## src/rtl/fpe_pkg.sv

```systemverilog
package fpe_pkg;
    typedef logic [7:0] fpe_byte_t;
    typedef logic [1:0] fpe_addr_t;

    // register addresses on the plain port
    localparam fpe_addr_t FPE_ADDR_CTRL = 2'h0;
    localparam fpe_addr_t FPE_ADDR_STAT = 2'h1;
    localparam fpe_addr_t FPE_ADDR_LOW  = 2'h2;
    localparam fpe_addr_t FPE_ADDR_HIGH = 2'h3;

    // mode control field positions
    localparam int FPE_HWP_BIT  = 7;
    localparam int FPE_SWP_BIT  = 6;
    localparam int FPE_ESU_BIT  = 5;
    localparam int FPE_PSU_BIT  = 4;
    localparam int FPE_ECHK_BIT = 3;
    localparam int FPE_PCHK_BIT = 2;
    localparam int FPE_EGO_BIT  = 1;
    localparam int FPE_PGO_BIT  = 0;
    // error status field position
    localparam int FPE_FLAG_BIT = 7;

    // reset values and masks
    localparam logic [6:0] FPE_CTRL_RST  = 7'h00;
    localparam logic [5:0] FPE_OPS_CLR   = 6'h00;
    localparam fpe_byte_t  FPE_BLK_RST   = 8'h00;
    localparam fpe_byte_t  FPE_RD_IDLE   = 8'h00;
    localparam logic [6:0] FPE_STAT_RSVD = 7'h00;
    localparam fpe_byte_t  FPE_LOW_MASK  = 8'hFF;
    localparam fpe_byte_t  FPE_HIGH_MASK = 8'h03;

    // true when more than one bit of v is set
    function automatic logic fpe_multi_bit(input fpe_byte_t v);
        return (v & (v - 8'h01)) != 8'h00;
    endfunction : fpe_multi_bit
endpackage : fpe_pkg

```

## src/rtl/fpe_blk_sel.sv

```systemverilog
`timescale 1ns/1ns
`default_nettype none

module fpe_blk_sel #(
    parameter fpe_pkg::fpe_byte_t VALID_MASK = 8'hFF
) (
    // clock and reset
    input  wire logic               clk_in,
    input  wire logic               rst_b_in,
    // control
    input  wire logic               permit_in,
    input  wire logic               wr_in,
    input  wire fpe_pkg::fpe_byte_t wdata_in,
    // selection
    output var  fpe_pkg::fpe_byte_t sel_out
);
    import fpe_pkg::*;

    typedef struct packed {
        fpe_byte_t sel_r;
    } fpe_blk_state_t;

    fpe_blk_state_t q;
    fpe_blk_state_t d;
    fpe_byte_t      wval;

    always_comb begin
        d    = q;
        wval = wdata_in & VALID_MASK;
        if (!permit_in) begin
            d.sel_r = FPE_BLK_RST;
        end else if (wr_in) begin
            // several blocks at once wipes the whole selection
            d.sel_r = fpe_multi_bit(wval) ? FPE_BLK_RST : wval;
        end
    end

    always_ff @(posedge clk_in or negedge rst_b_in) begin
        if (!rst_b_in) begin
            q.sel_r <= FPE_BLK_RST;
        end else begin
            q <= d;
        end
    end

    assign sel_out = q.sel_r;

    chk_held_zero: assert property (
        @(posedge clk_in) disable iff (!rst_b_in)
        !permit_in |=> sel_out == FPE_BLK_RST)
        else $error("selection not zero while write permit is low");

    chk_never_multi: assert property (
        @(posedge clk_in) disable iff (!rst_b_in)
        !fpe_multi_bit(sel_out))
        else $error("more than one erase block selected");

    chk_single_taken: assert property (
        @(posedge clk_in) disable iff (!rst_b_in)
        permit_in && wr_in && !fpe_multi_bit(wdata_in & VALID_MASK)
        |=> sel_out == $past(wdata_in & VALID_MASK))
        else $error("single block write not stored");
endmodule : fpe_blk_sel

`default_nettype wire

```

## src/rtl/fpe_err_flag.sv

```systemverilog
`timescale 1ns/1ns
`default_nettype none

module fpe_err_flag (
    // clock and reset
    input  wire logic clk_in,
    input  wire logic rst_b_in,
    // failure report
    input  wire logic fail_in,
    input  wire logic active_in,
    // flag
    output var  logic flag_out
);
    import fpe_pkg::*;

    typedef struct packed {
        logic flag_r;
    } fpe_err_state_t;

    fpe_err_state_t q;
    fpe_err_state_t d;

    always_comb begin
        d = q;
        // sticky: only reset clears it
        if (fail_in && active_in) begin
            d.flag_r = 1'b1;
        end
    end

    always_ff @(posedge clk_in or negedge rst_b_in) begin
        if (!rst_b_in) begin
            q.flag_r <= 1'b0;
        end else begin
            q <= d;
        end
    end

    assign flag_out = q.flag_r;

    chk_flag_sets: assert property (
        @(posedge clk_in) disable iff (!rst_b_in)
        fail_in && active_in |=> flag_out)
        else $error("failure did not raise the error flag");

    chk_flag_sticky: assert property (
        @(posedge clk_in) disable iff (!rst_b_in)
        $rose(flag_out) |-> flag_out [*4])
        else $error("error flag dropped without reset");

    chk_flag_cause: assert property (
        @(posedge clk_in) disable iff (!rst_b_in)
        $rose(flag_out) |-> $past(fail_in && active_in))
        else $error("error flag rose without a failure");
endmodule : fpe_err_flag

`default_nettype wire

```

## src/rtl/fpe_top.sv

```systemverilog
// Added by the designer: the strobed register port and the placing of the registers.
`timescale 1ns/1ns
`default_nettype none

module fpe_top (
    // clock and reset
    input  wire logic               clk_in,
    input  wire logic               rst_b_in,
    // register port
    input  wire fpe_pkg::fpe_addr_t addr_in,
    input  wire fpe_pkg::fpe_byte_t wdata_in,
    input  wire logic               wr_in,
    input  wire logic               rd_in,
    output var  fpe_pkg::fpe_byte_t rdata_out,
    // pins and array feedback
    input  wire logic               hw_write_permit_in,
    input  wire logic               op_fail_in,
    // flash state
    output var  logic               erase_setup_out,
    output var  logic               program_setup_out,
    output var  logic               erase_check_out,
    output var  logic               program_check_out,
    output var  logic               erase_mode_out,
    output var  logic               program_mode_out,
    output var  logic               error_protect_out,
    // erase block selection
    output var  fpe_pkg::fpe_byte_t sel_low_out,
    output var  fpe_pkg::fpe_byte_t sel_high_out
);
    import fpe_pkg::*;

    // one strobe aimed at one register address
    function automatic logic fpe_hit(input logic      strobe,
                                     input fpe_addr_t a,
                                     input fpe_addr_t target);
        return strobe && (a == target);
    endfunction : fpe_hit

    typedef struct packed {
        logic [6:0] ctrl_r;
        fpe_byte_t  rdata_r;
        logic       emode_r;
        logic       pmode_r;
    } fpe_top_state_t;

    fpe_top_state_t q;
    fpe_top_state_t d;

    logic      wr_ctrl;
    logic      wr_low;
    logic      wr_high;
    logic      flag;
    logic      permit;
    logic      permit_nxt;
    fpe_byte_t sel_low;
    fpe_byte_t sel_high;
    fpe_byte_t ctrl_view;
    fpe_byte_t stat_view;

    assign wr_ctrl    = fpe_hit(wr_in, addr_in, FPE_ADDR_CTRL);
    assign wr_low     = fpe_hit(wr_in, addr_in, FPE_ADDR_LOW);
    assign wr_high    = fpe_hit(wr_in, addr_in, FPE_ADDR_HIGH);
    assign permit     = q.ctrl_r[FPE_SWP_BIT];
    // selections see the coming permit, so they empty on the same edge
    // that clears it and never show stale blocks beside a low permit
    assign permit_nxt = d.ctrl_r[FPE_SWP_BIT];

    // pin level sits above the stored bits
    assign ctrl_view = {hw_write_permit_in, q.ctrl_r};
    assign stat_view = {flag, FPE_STAT_RSVD};

    always_comb begin
        d         = q;
        d.rdata_r = FPE_RD_IDLE;

        if (wr_ctrl) begin
            d.ctrl_r[FPE_SWP_BIT] = wdata_in[FPE_SWP_BIT];
            if (permit) begin
                d.ctrl_r[5:0] = wdata_in[5:0];
            end else begin
                // clearing is still allowed, setting is not
                d.ctrl_r[5:0] = q.ctrl_r[5:0] & wdata_in[5:0];
            end
        end

        // error protection drops every setup, check and go bit
        if (flag) begin
            d.ctrl_r[5:0] = FPE_OPS_CLR;
        end

        // modes follow the next control value, one cycle behind a write
        d.emode_r = d.ctrl_r[FPE_EGO_BIT]
                  && d.ctrl_r[FPE_SWP_BIT]
                  && d.ctrl_r[FPE_ESU_BIT]
                  && hw_write_permit_in
                  && !flag;
        d.pmode_r = d.ctrl_r[FPE_PGO_BIT]
                  && d.ctrl_r[FPE_SWP_BIT]
                  && d.ctrl_r[FPE_PSU_BIT]
                  && hw_write_permit_in
                  && !flag;

        if (rd_in) begin
            case (addr_in)
                FPE_ADDR_CTRL: begin
                    d.rdata_r = ctrl_view;
                end
                FPE_ADDR_STAT: begin
                    d.rdata_r = stat_view;
                end
                FPE_ADDR_LOW: begin
                    d.rdata_r = sel_low;
                end
                FPE_ADDR_HIGH: begin
                    d.rdata_r = sel_high;
                end
                default: begin
                    d.rdata_r = FPE_RD_IDLE;
                end
            endcase
        end
    end

    always_ff @(posedge clk_in or negedge rst_b_in) begin
        if (!rst_b_in) begin
            q.ctrl_r  <= FPE_CTRL_RST;
            q.rdata_r <= FPE_RD_IDLE;
            q.emode_r <= 1'b0;
            q.pmode_r <= 1'b0;
        end else begin
            q <= d;
        end
    end

    // writes to the status address fall through: it has no storage
    fpe_blk_sel #(
        .VALID_MASK (FPE_LOW_MASK)
    ) u_sel_low (
        .clk_in    (clk_in),
        .rst_b_in  (rst_b_in),
        .permit_in (permit_nxt),
        .wr_in     (wr_low),
        .wdata_in  (wdata_in),
        .sel_out   (sel_low)
    );

    fpe_blk_sel #(
        .VALID_MASK (FPE_HIGH_MASK)
    ) u_sel_high (
        .clk_in    (clk_in),
        .rst_b_in  (rst_b_in),
        .permit_in (permit_nxt),
        .wr_in     (wr_high),
        .wdata_in  (wdata_in),
        .sel_out   (sel_high)
    );

    // a failure only counts while a program or erase is under way
    fpe_err_flag u_err (
        .clk_in    (clk_in),
        .rst_b_in  (rst_b_in),
        .fail_in   (op_fail_in),
        .active_in (q.emode_r || q.pmode_r),
        .flag_out  (flag)
    );

    assign rdata_out         = q.rdata_r;
    assign erase_setup_out   = q.ctrl_r[FPE_ESU_BIT];
    assign program_setup_out = q.ctrl_r[FPE_PSU_BIT];
    assign erase_check_out   = q.ctrl_r[FPE_ECHK_BIT];
    assign program_check_out = q.ctrl_r[FPE_PCHK_BIT];
    assign erase_mode_out    = q.emode_r;
    assign program_mode_out  = q.pmode_r;
    assign error_protect_out = flag;
    assign sel_low_out       = sel_low;
    assign sel_high_out      = sel_high;

    // read answers stand exactly one cycle after the strobe
    chk_pin_readback: assert property (
        @(posedge clk_in) disable iff (!rst_b_in)
        rd_in && addr_in == FPE_ADDR_CTRL
        |=> rdata_out[FPE_HWP_BIT] == $past(hw_write_permit_in))
        else $error("control bit 7 does not show the pin level");

    chk_permit_stored: assert property (
        @(posedge clk_in) disable iff (!rst_b_in)
        wr_ctrl |=> q.ctrl_r[FPE_SWP_BIT] == $past(wdata_in[FPE_SWP_BIT]))
        else $error("software permit bit not stored");

    chk_refuse_set: assert property (
        @(posedge clk_in) disable iff (!rst_b_in)
        wr_ctrl && !permit
        |=> (q.ctrl_r[5:0] & ~$past(q.ctrl_r[5:0])) == FPE_OPS_CLR)
        else $error("control bit set while software permit low");

    chk_setup_follow: assert property (
        @(posedge clk_in) disable iff (!rst_b_in)
        wr_ctrl && permit && !flag
        |=> erase_setup_out == $past(wdata_in[FPE_ESU_BIT])
            && program_setup_out == $past(wdata_in[FPE_PSU_BIT]))
        else $error("setup state does not follow its bit");

    chk_check_follow: assert property (
        @(posedge clk_in) disable iff (!rst_b_in)
        wr_ctrl && permit && !flag
        |=> erase_check_out == $past(wdata_in[FPE_ECHK_BIT])
            && program_check_out == $past(wdata_in[FPE_PCHK_BIT]))
        else $error("verify mode does not follow its bit");

    chk_erase_needs: assert property (
        @(posedge clk_in) disable iff (!rst_b_in)
        erase_mode_out
        |-> q.ctrl_r[FPE_SWP_BIT] && q.ctrl_r[FPE_ESU_BIT]
            && q.ctrl_r[FPE_EGO_BIT])
        else $error("erase mode without permit, setup and erase bit");

    chk_erase_enter: assert property (
        @(posedge clk_in) disable iff (!rst_b_in)
        wr_ctrl && permit && !flag && hw_write_permit_in
        && wdata_in[FPE_SWP_BIT] && wdata_in[FPE_ESU_BIT]
        && wdata_in[FPE_EGO_BIT]
        |=> erase_mode_out)
        else $error("erase mode not entered");

    chk_erase_cancel: assert property (
        @(posedge clk_in) disable iff (!rst_b_in)
        wr_ctrl && !wdata_in[FPE_EGO_BIT] |=> !erase_mode_out)
        else $error("clearing the erase bit left erase mode on");

    chk_prog_needs: assert property (
        @(posedge clk_in) disable iff (!rst_b_in)
        program_mode_out
        |-> q.ctrl_r[FPE_SWP_BIT] && q.ctrl_r[FPE_PSU_BIT]
            && q.ctrl_r[FPE_PGO_BIT])
        else $error("program mode without permit, setup and program bit");

    chk_prog_enter: assert property (
        @(posedge clk_in) disable iff (!rst_b_in)
        wr_ctrl && permit && !flag && hw_write_permit_in
        && wdata_in[FPE_SWP_BIT] && wdata_in[FPE_PSU_BIT]
        && wdata_in[FPE_PGO_BIT]
        |=> program_mode_out)
        else $error("program mode not entered");

    chk_prog_cancel: assert property (
        @(posedge clk_in) disable iff (!rst_b_in)
        wr_ctrl && !wdata_in[FPE_PGO_BIT] |=> !program_mode_out)
        else $error("clearing the program bit left program mode on");

    // the pin gates both modes as well, one cycle behind its level
    chk_pin_gate: assert property (
        @(posedge clk_in) disable iff (!rst_b_in)
        !hw_write_permit_in |=> !erase_mode_out && !program_mode_out)
        else $error("mode active although the write-permit pin was low");

    // protection wipes the request bits in every cycle that it stands
    chk_protect_off: assert property (
        @(posedge clk_in) disable iff (!rst_b_in)
        flag |=> !erase_mode_out && !program_mode_out
                 && q.ctrl_r[5:0] == FPE_OPS_CLR)
        else $error("operation still active under error protection");

    chk_flag_kept: assert property (
        @(posedge clk_in) disable iff (!rst_b_in)
        error_protect_out |=> error_protect_out)
        else $error("error protection left without reset");

    chk_status_read: assert property (
        @(posedge clk_in) disable iff (!rst_b_in)
        rd_in && addr_in == FPE_ADDR_STAT
        |=> rdata_out == {$past(flag), FPE_STAT_RSVD})
        else $error("status read shows wrong flag or reserved bits");

    chk_ctrl_read: assert property (
        @(posedge clk_in) disable iff (!rst_b_in)
        fpe_hit(rd_in, addr_in, FPE_ADDR_CTRL)
        |=> rdata_out[6:0] == $past(q.ctrl_r))
        else $error("control read does not show the stored bits");

    chk_read_once: assert property (
        @(posedge clk_in) disable iff (!rst_b_in)
        !rd_in |=> rdata_out == FPE_RD_IDLE)
        else $error("read data stood beyond its cycle");

    // with no write and no error the stored levels must not drift
    chk_levels_hold: assert property (
        @(posedge clk_in) disable iff (!rst_b_in)
        !wr_ctrl && !flag |=> q.ctrl_r == $past(q.ctrl_r))
        else $error("control bits changed without a write");

    chk_sel_cleared: assert property (
        @(posedge clk_in) disable iff (!rst_b_in)
        !permit |-> sel_low_out == FPE_BLK_RST
                    && sel_high_out == FPE_BLK_RST)
        else $error("block selection not held zero");

    // a selection only moves on its own write or on a permit drop
    chk_low_hold: assert property (
        @(posedge clk_in) disable iff (!rst_b_in)
        permit_nxt && !wr_low |=> sel_low_out == $past(sel_low_out))
        else $error("low block selection changed without a write");

    chk_high_hold: assert property (
        @(posedge clk_in) disable iff (!rst_b_in)
        permit_nxt && !wr_high |=> sel_high_out == $past(sel_high_out))
        else $error("high block selection changed without a write");

    chk_low_read: assert property (
        @(posedge clk_in) disable iff (!rst_b_in)
        fpe_hit(rd_in, addr_in, FPE_ADDR_LOW)
        |=> rdata_out == $past(sel_low_out))
        else $error("low block read does not show the selection");

    chk_high_read: assert property (
        @(posedge clk_in) disable iff (!rst_b_in)
        fpe_hit(rd_in, addr_in, FPE_ADDR_HIGH)
        |=> rdata_out == $past(sel_high_out))
        else $error("high block read does not show the selection");

    // only two blocks live in the high register
    chk_high_mask: assert property (
        @(posedge clk_in) disable iff (!rst_b_in)
        (sel_high_out & ~FPE_HIGH_MASK) == FPE_BLK_RST)
        else $error("reserved high selection bit set");
endmodule : fpe_top

`default_nettype wire

```

## config.mk

```make
export PLATFORM = sky130hd
export DESIGN_NAME = fpe_top
export DESIGN_NICKNAME = d
export VERILOG_FILES = /design/src/rtl/fpe_pkg.sv /design/src/rtl/fpe_blk_sel.sv /design/src/rtl/fpe_err_flag.sv /design/src/rtl/fpe_top.sv
export SDC_FILE = /design/constraint.sdc
export NUM_CORES = 1
export LEC_CHECK = 0
export ABC_AREA = 0
export BUFFER_PORTS_ARGS = -buffer_cell sky130_fd_sc_hd__buf_4
export CAP_MARGIN = 5
export CORE_ASPECT_RATIO = 0.9
export CORE_MARGIN = 5
export CORE_UTILIZATION = 35
export DETAILED_ROUTE_END_ITERATION = 12
export SLEW_MARGIN = 25
export SYNTH_ARGS = -nofsm -noshare
export SYNTH_HDL_FRONTEND = slang
export SYNTH_SLANG_ARGS = --single-unit
```

## constraint.sdc

```tcl
create_clock -name clk_in -period 3.4 [get_ports clk_in]
set_input_delay 0 -clock clk_in [delete_from_list [all_inputs] [get_ports clk_in]]
set_output_delay 0 -clock clk_in [all_outputs]
set_load 0.01 [all_outputs]
```

==> impl_metrics.py <==
metrics = {
    "routing": {
        "drt_iter0_markers": 59,
        "routed-via-count": 1052,
        "drc_errors": 0,
        "via_per_inst": 5.03,
        "wl_mm": 3.43,
        "wl_per_cell_um": 16.4,
        "drtAntennaViolNets": 0,
        "drtPass1Iterations": 4,
    },
    "yosys": {
        "syn_area_per_cell_um2": 11.5,
        "synth_area_um2": 1310,
        "synthFlopType": "dfrtp_1",
        "synth-seq-area-share_pct": 53.4,
        "synth-edff-count": 0,
        "ys.warnings.count": 0,
        "ys_ff_latch": 28,
        "ys_async_sr_fraction_pct": 100,
        "syn_inst": 114,
        "synth_cell_types": 35,
    },
    "layout": {
        "diodes": 0,
        "area_delta_synth_final_pct": 35.6,
        "drive_gt1_share_pct": 34.4,
        "fin_area_um2": 1780,
        "nets": 180,
    },
    "min_path": {
        "hp-class": "in -> reg",
    },
    "floorplanning": {
        "core-area_um2": 3680,
        "start_util_pct": 35.6,
        "die_x_um": 74.5,
        "die_area_um2": 5070,
        "ioPinCount": 47,
        "die_y_um": 68.1,
        "num_rows": 21,
    },
    "global_routing": {
        "gr-max-usage-layer": "met2",
        "overflow": 0,
        "met1_usage_pct": 19.1,
        "grt_pass1_wl_mm": 5.50,
        "grt_pass1_vias": 1079,
        "antenna_found_initial": 0,
        "grt_max_degree": 29,
        "grtUsageMet2_pct": 23.6,
        "use_met3_pct": 3.38,
        "track_usage_pct": 14.5,
    },
    "worst_setup_path": {
        "crit_fanout": 5,
        "cp.arrival_ps": 1850,
        "start_kind": "input pin",
        "worstSetupPathType": "in -> reg",
        "crit_required_ps": 3620,
        "cp-end-kind": "flip-flop",
    },
    "timing": {
        "finalHoldViolations": 0,
        "relSlewSlack_pct": 66.3,
        "finalSetupTns_ps": 0,
        "maxSlewViolCount": 0,
        "setup_viol": 0,
        "setup_ws_ps": 1770,
        "period_needed_ps": 1630,
        "tightest_slew_ps": 501,
        "rsz0062_at_grt": "false",
        "max_freq_ghz": 0.613,
        "skew_ps": 6.14,
        "fin_crit_sh_pct": 47.9,
    },
    "clocking": {
        "cts_sinks": 28,
        "cts_root_buffer": "clkbuf_8",
        "h-tree-depth": 1,
        "cts_inserted_buffers": 3,
        "post_cts_buffers": 0,
        "cts_resized": 0,
        "clk_latency_ps": 270,
        "hold_buffers": 9,
        "cts_max_path_buffers": 2,
        "cts_tree": "yes",
        "path_clk_slew_ps": 90,
    },
    "power": {
        "max-vdd-ir-drop_mv": 0.164,
        "p_per_area_nw_per_um2": 387,
        "p_leak_nw": 0.870,
        "p_total_mw": 0.688,
    },
    "placement": {
        "gp_congestion": 0.821,
        "place_ws_ps": 1710,
        "dp_hpwl_mm": 2.58,
        "place_area_um2": 1620,
        "portBuffers": 40,
    },
    "job": {
        "cap_violations": 0,
    },
    "outcome": {
        "outcome": "finished clean",
    },
}
-- registers in the layout, indices dropped and copies added, names as in the netlist --
signal / count
rdata_out: 8
u_sel_low.sel_out: 8
ctrl_view: 3
u_sel_high.sel_out: 2
erase_check_out: 1
erase_mode_out: 1
erase_setup_out: 1
program_check_out: 1
program_mode_out: 1
program_setup_out: 1
u_err.flag_out: 1
-- through the flow --
stage	utilization, %	hold WS [ps]	std cells
detailed placement	43.9	-64.3	196
global route	48.3	19.5	209
global placement	43.9	-65.0	196
floorplan	-	-296	119
finish	48.3	12.1	209
CTS	48.3	13.4	209
-- cells by family after synthesis --
kind of cell / after synthesis / share of synthesized area [%]
and+or+nand+nor: 40 / 17.7
AOI/OAI and AO/OA: 23 / 13.5
DFF: 28 / 53.4
other: 1 / 0.286
buffers and inverters: 12 / 6.30
adders and majority gates: 1 / 0.763
muxes: 9 / 8.02
-- cell usage after synthesis, drive strengths merged, types with 3 or more instances --
| master | count | area share [%] |
|---|---|---|
| buf | 9 | 5.4 |
| a22o | 6 | 4.1 |
| dfrtp | 28 | 53 |
| a22oi | 4 | 2.3 |
| a21oi | 4 | 1.5 |
| nand2 | 3 | 0.86 |
| nor2 | 18 | 5.7 |
| o221a | 4 | 3.4 |
| mux2i | 7 | 6.3 |
| o21ai | 4 | 1.5 |
| inv | 3 | 0.86 |
-- critical path, cell delays in order --
cell	delay, ps
dlygate4sd3_1	550
buf_4	160
nor4_1	480
a21oi_1	120
and4bb_4	400
a22o_1	130
-- final cells by class --
type                            instances  area [µm²]
Fill cell                             344        1900
Clock inverter                          1        30.0
Inverter                                3        11.3
Tap cell                               46        57.6
Multi-Input combinational cell         79         547
Sequential cell                        28         701
Timing Repair Buffer                   49         390
Clock buffer                            3        41.3
-- metal layers --
metal	routed length [µm]	share of wire, %
met5	0	0
met1	1460	42
met4	74	2.2
met3	238	6.9
met2	1660	48
-- cells in the final DEF, fill, tap and decap left out, drive strengths merged, types with 2 or more instances in the layout --
cell,instances
o21ai,4
mux2i,7
nor2,18
conb,6
nor3b,2
nand3,2
inv,3
nand2b,2
a22oi,4
dlygate4sd3,9
nor4b,2
clkbuf,3
o221a,4
dfrtp,28
a21oi,4
buf,40
mux2,2
nor2b,2
nand2,3
a22o,6
-- final timing paths --
| check | from | slack, ps | endpoint | depth (start not counted) |
|---|---|---|---|---|
| max | wdata_in[3] | 1770 | u_sel_low.sel_out[2] | 6 |
| min | wdata_in[1] | 10 | u_sel_low.sel_out[1] | 2 |
| max reg2reg | ctrl_view[6] | 2080 | erase_mode_out | 4 |
| min reg2reg | erase_mode_out | 520 | u_err.flag_out | 2 |
| max in group asynchronous | rst_b_in | 2970 | u_sel_high.sel_out[1] | 2 |
| min in group asynchronous | rst_b_in | 170 | rdata_out[1] | 2 |
-- report_power, final --
| part | total, mW | internal [mW] | switching [mW] | leakage (nW) |
|---|---|---|---|---|
| Clock | 0.261 | 0.158 | 0.104 | 0.0357 |
| Sequential | 0.342 | 0.337 | 0.00473 | 0.383 |
| Combinational | 0.0855 | 0.0359 | 0.0496 | 0.451 |
(Power assumes the default switching activity.)
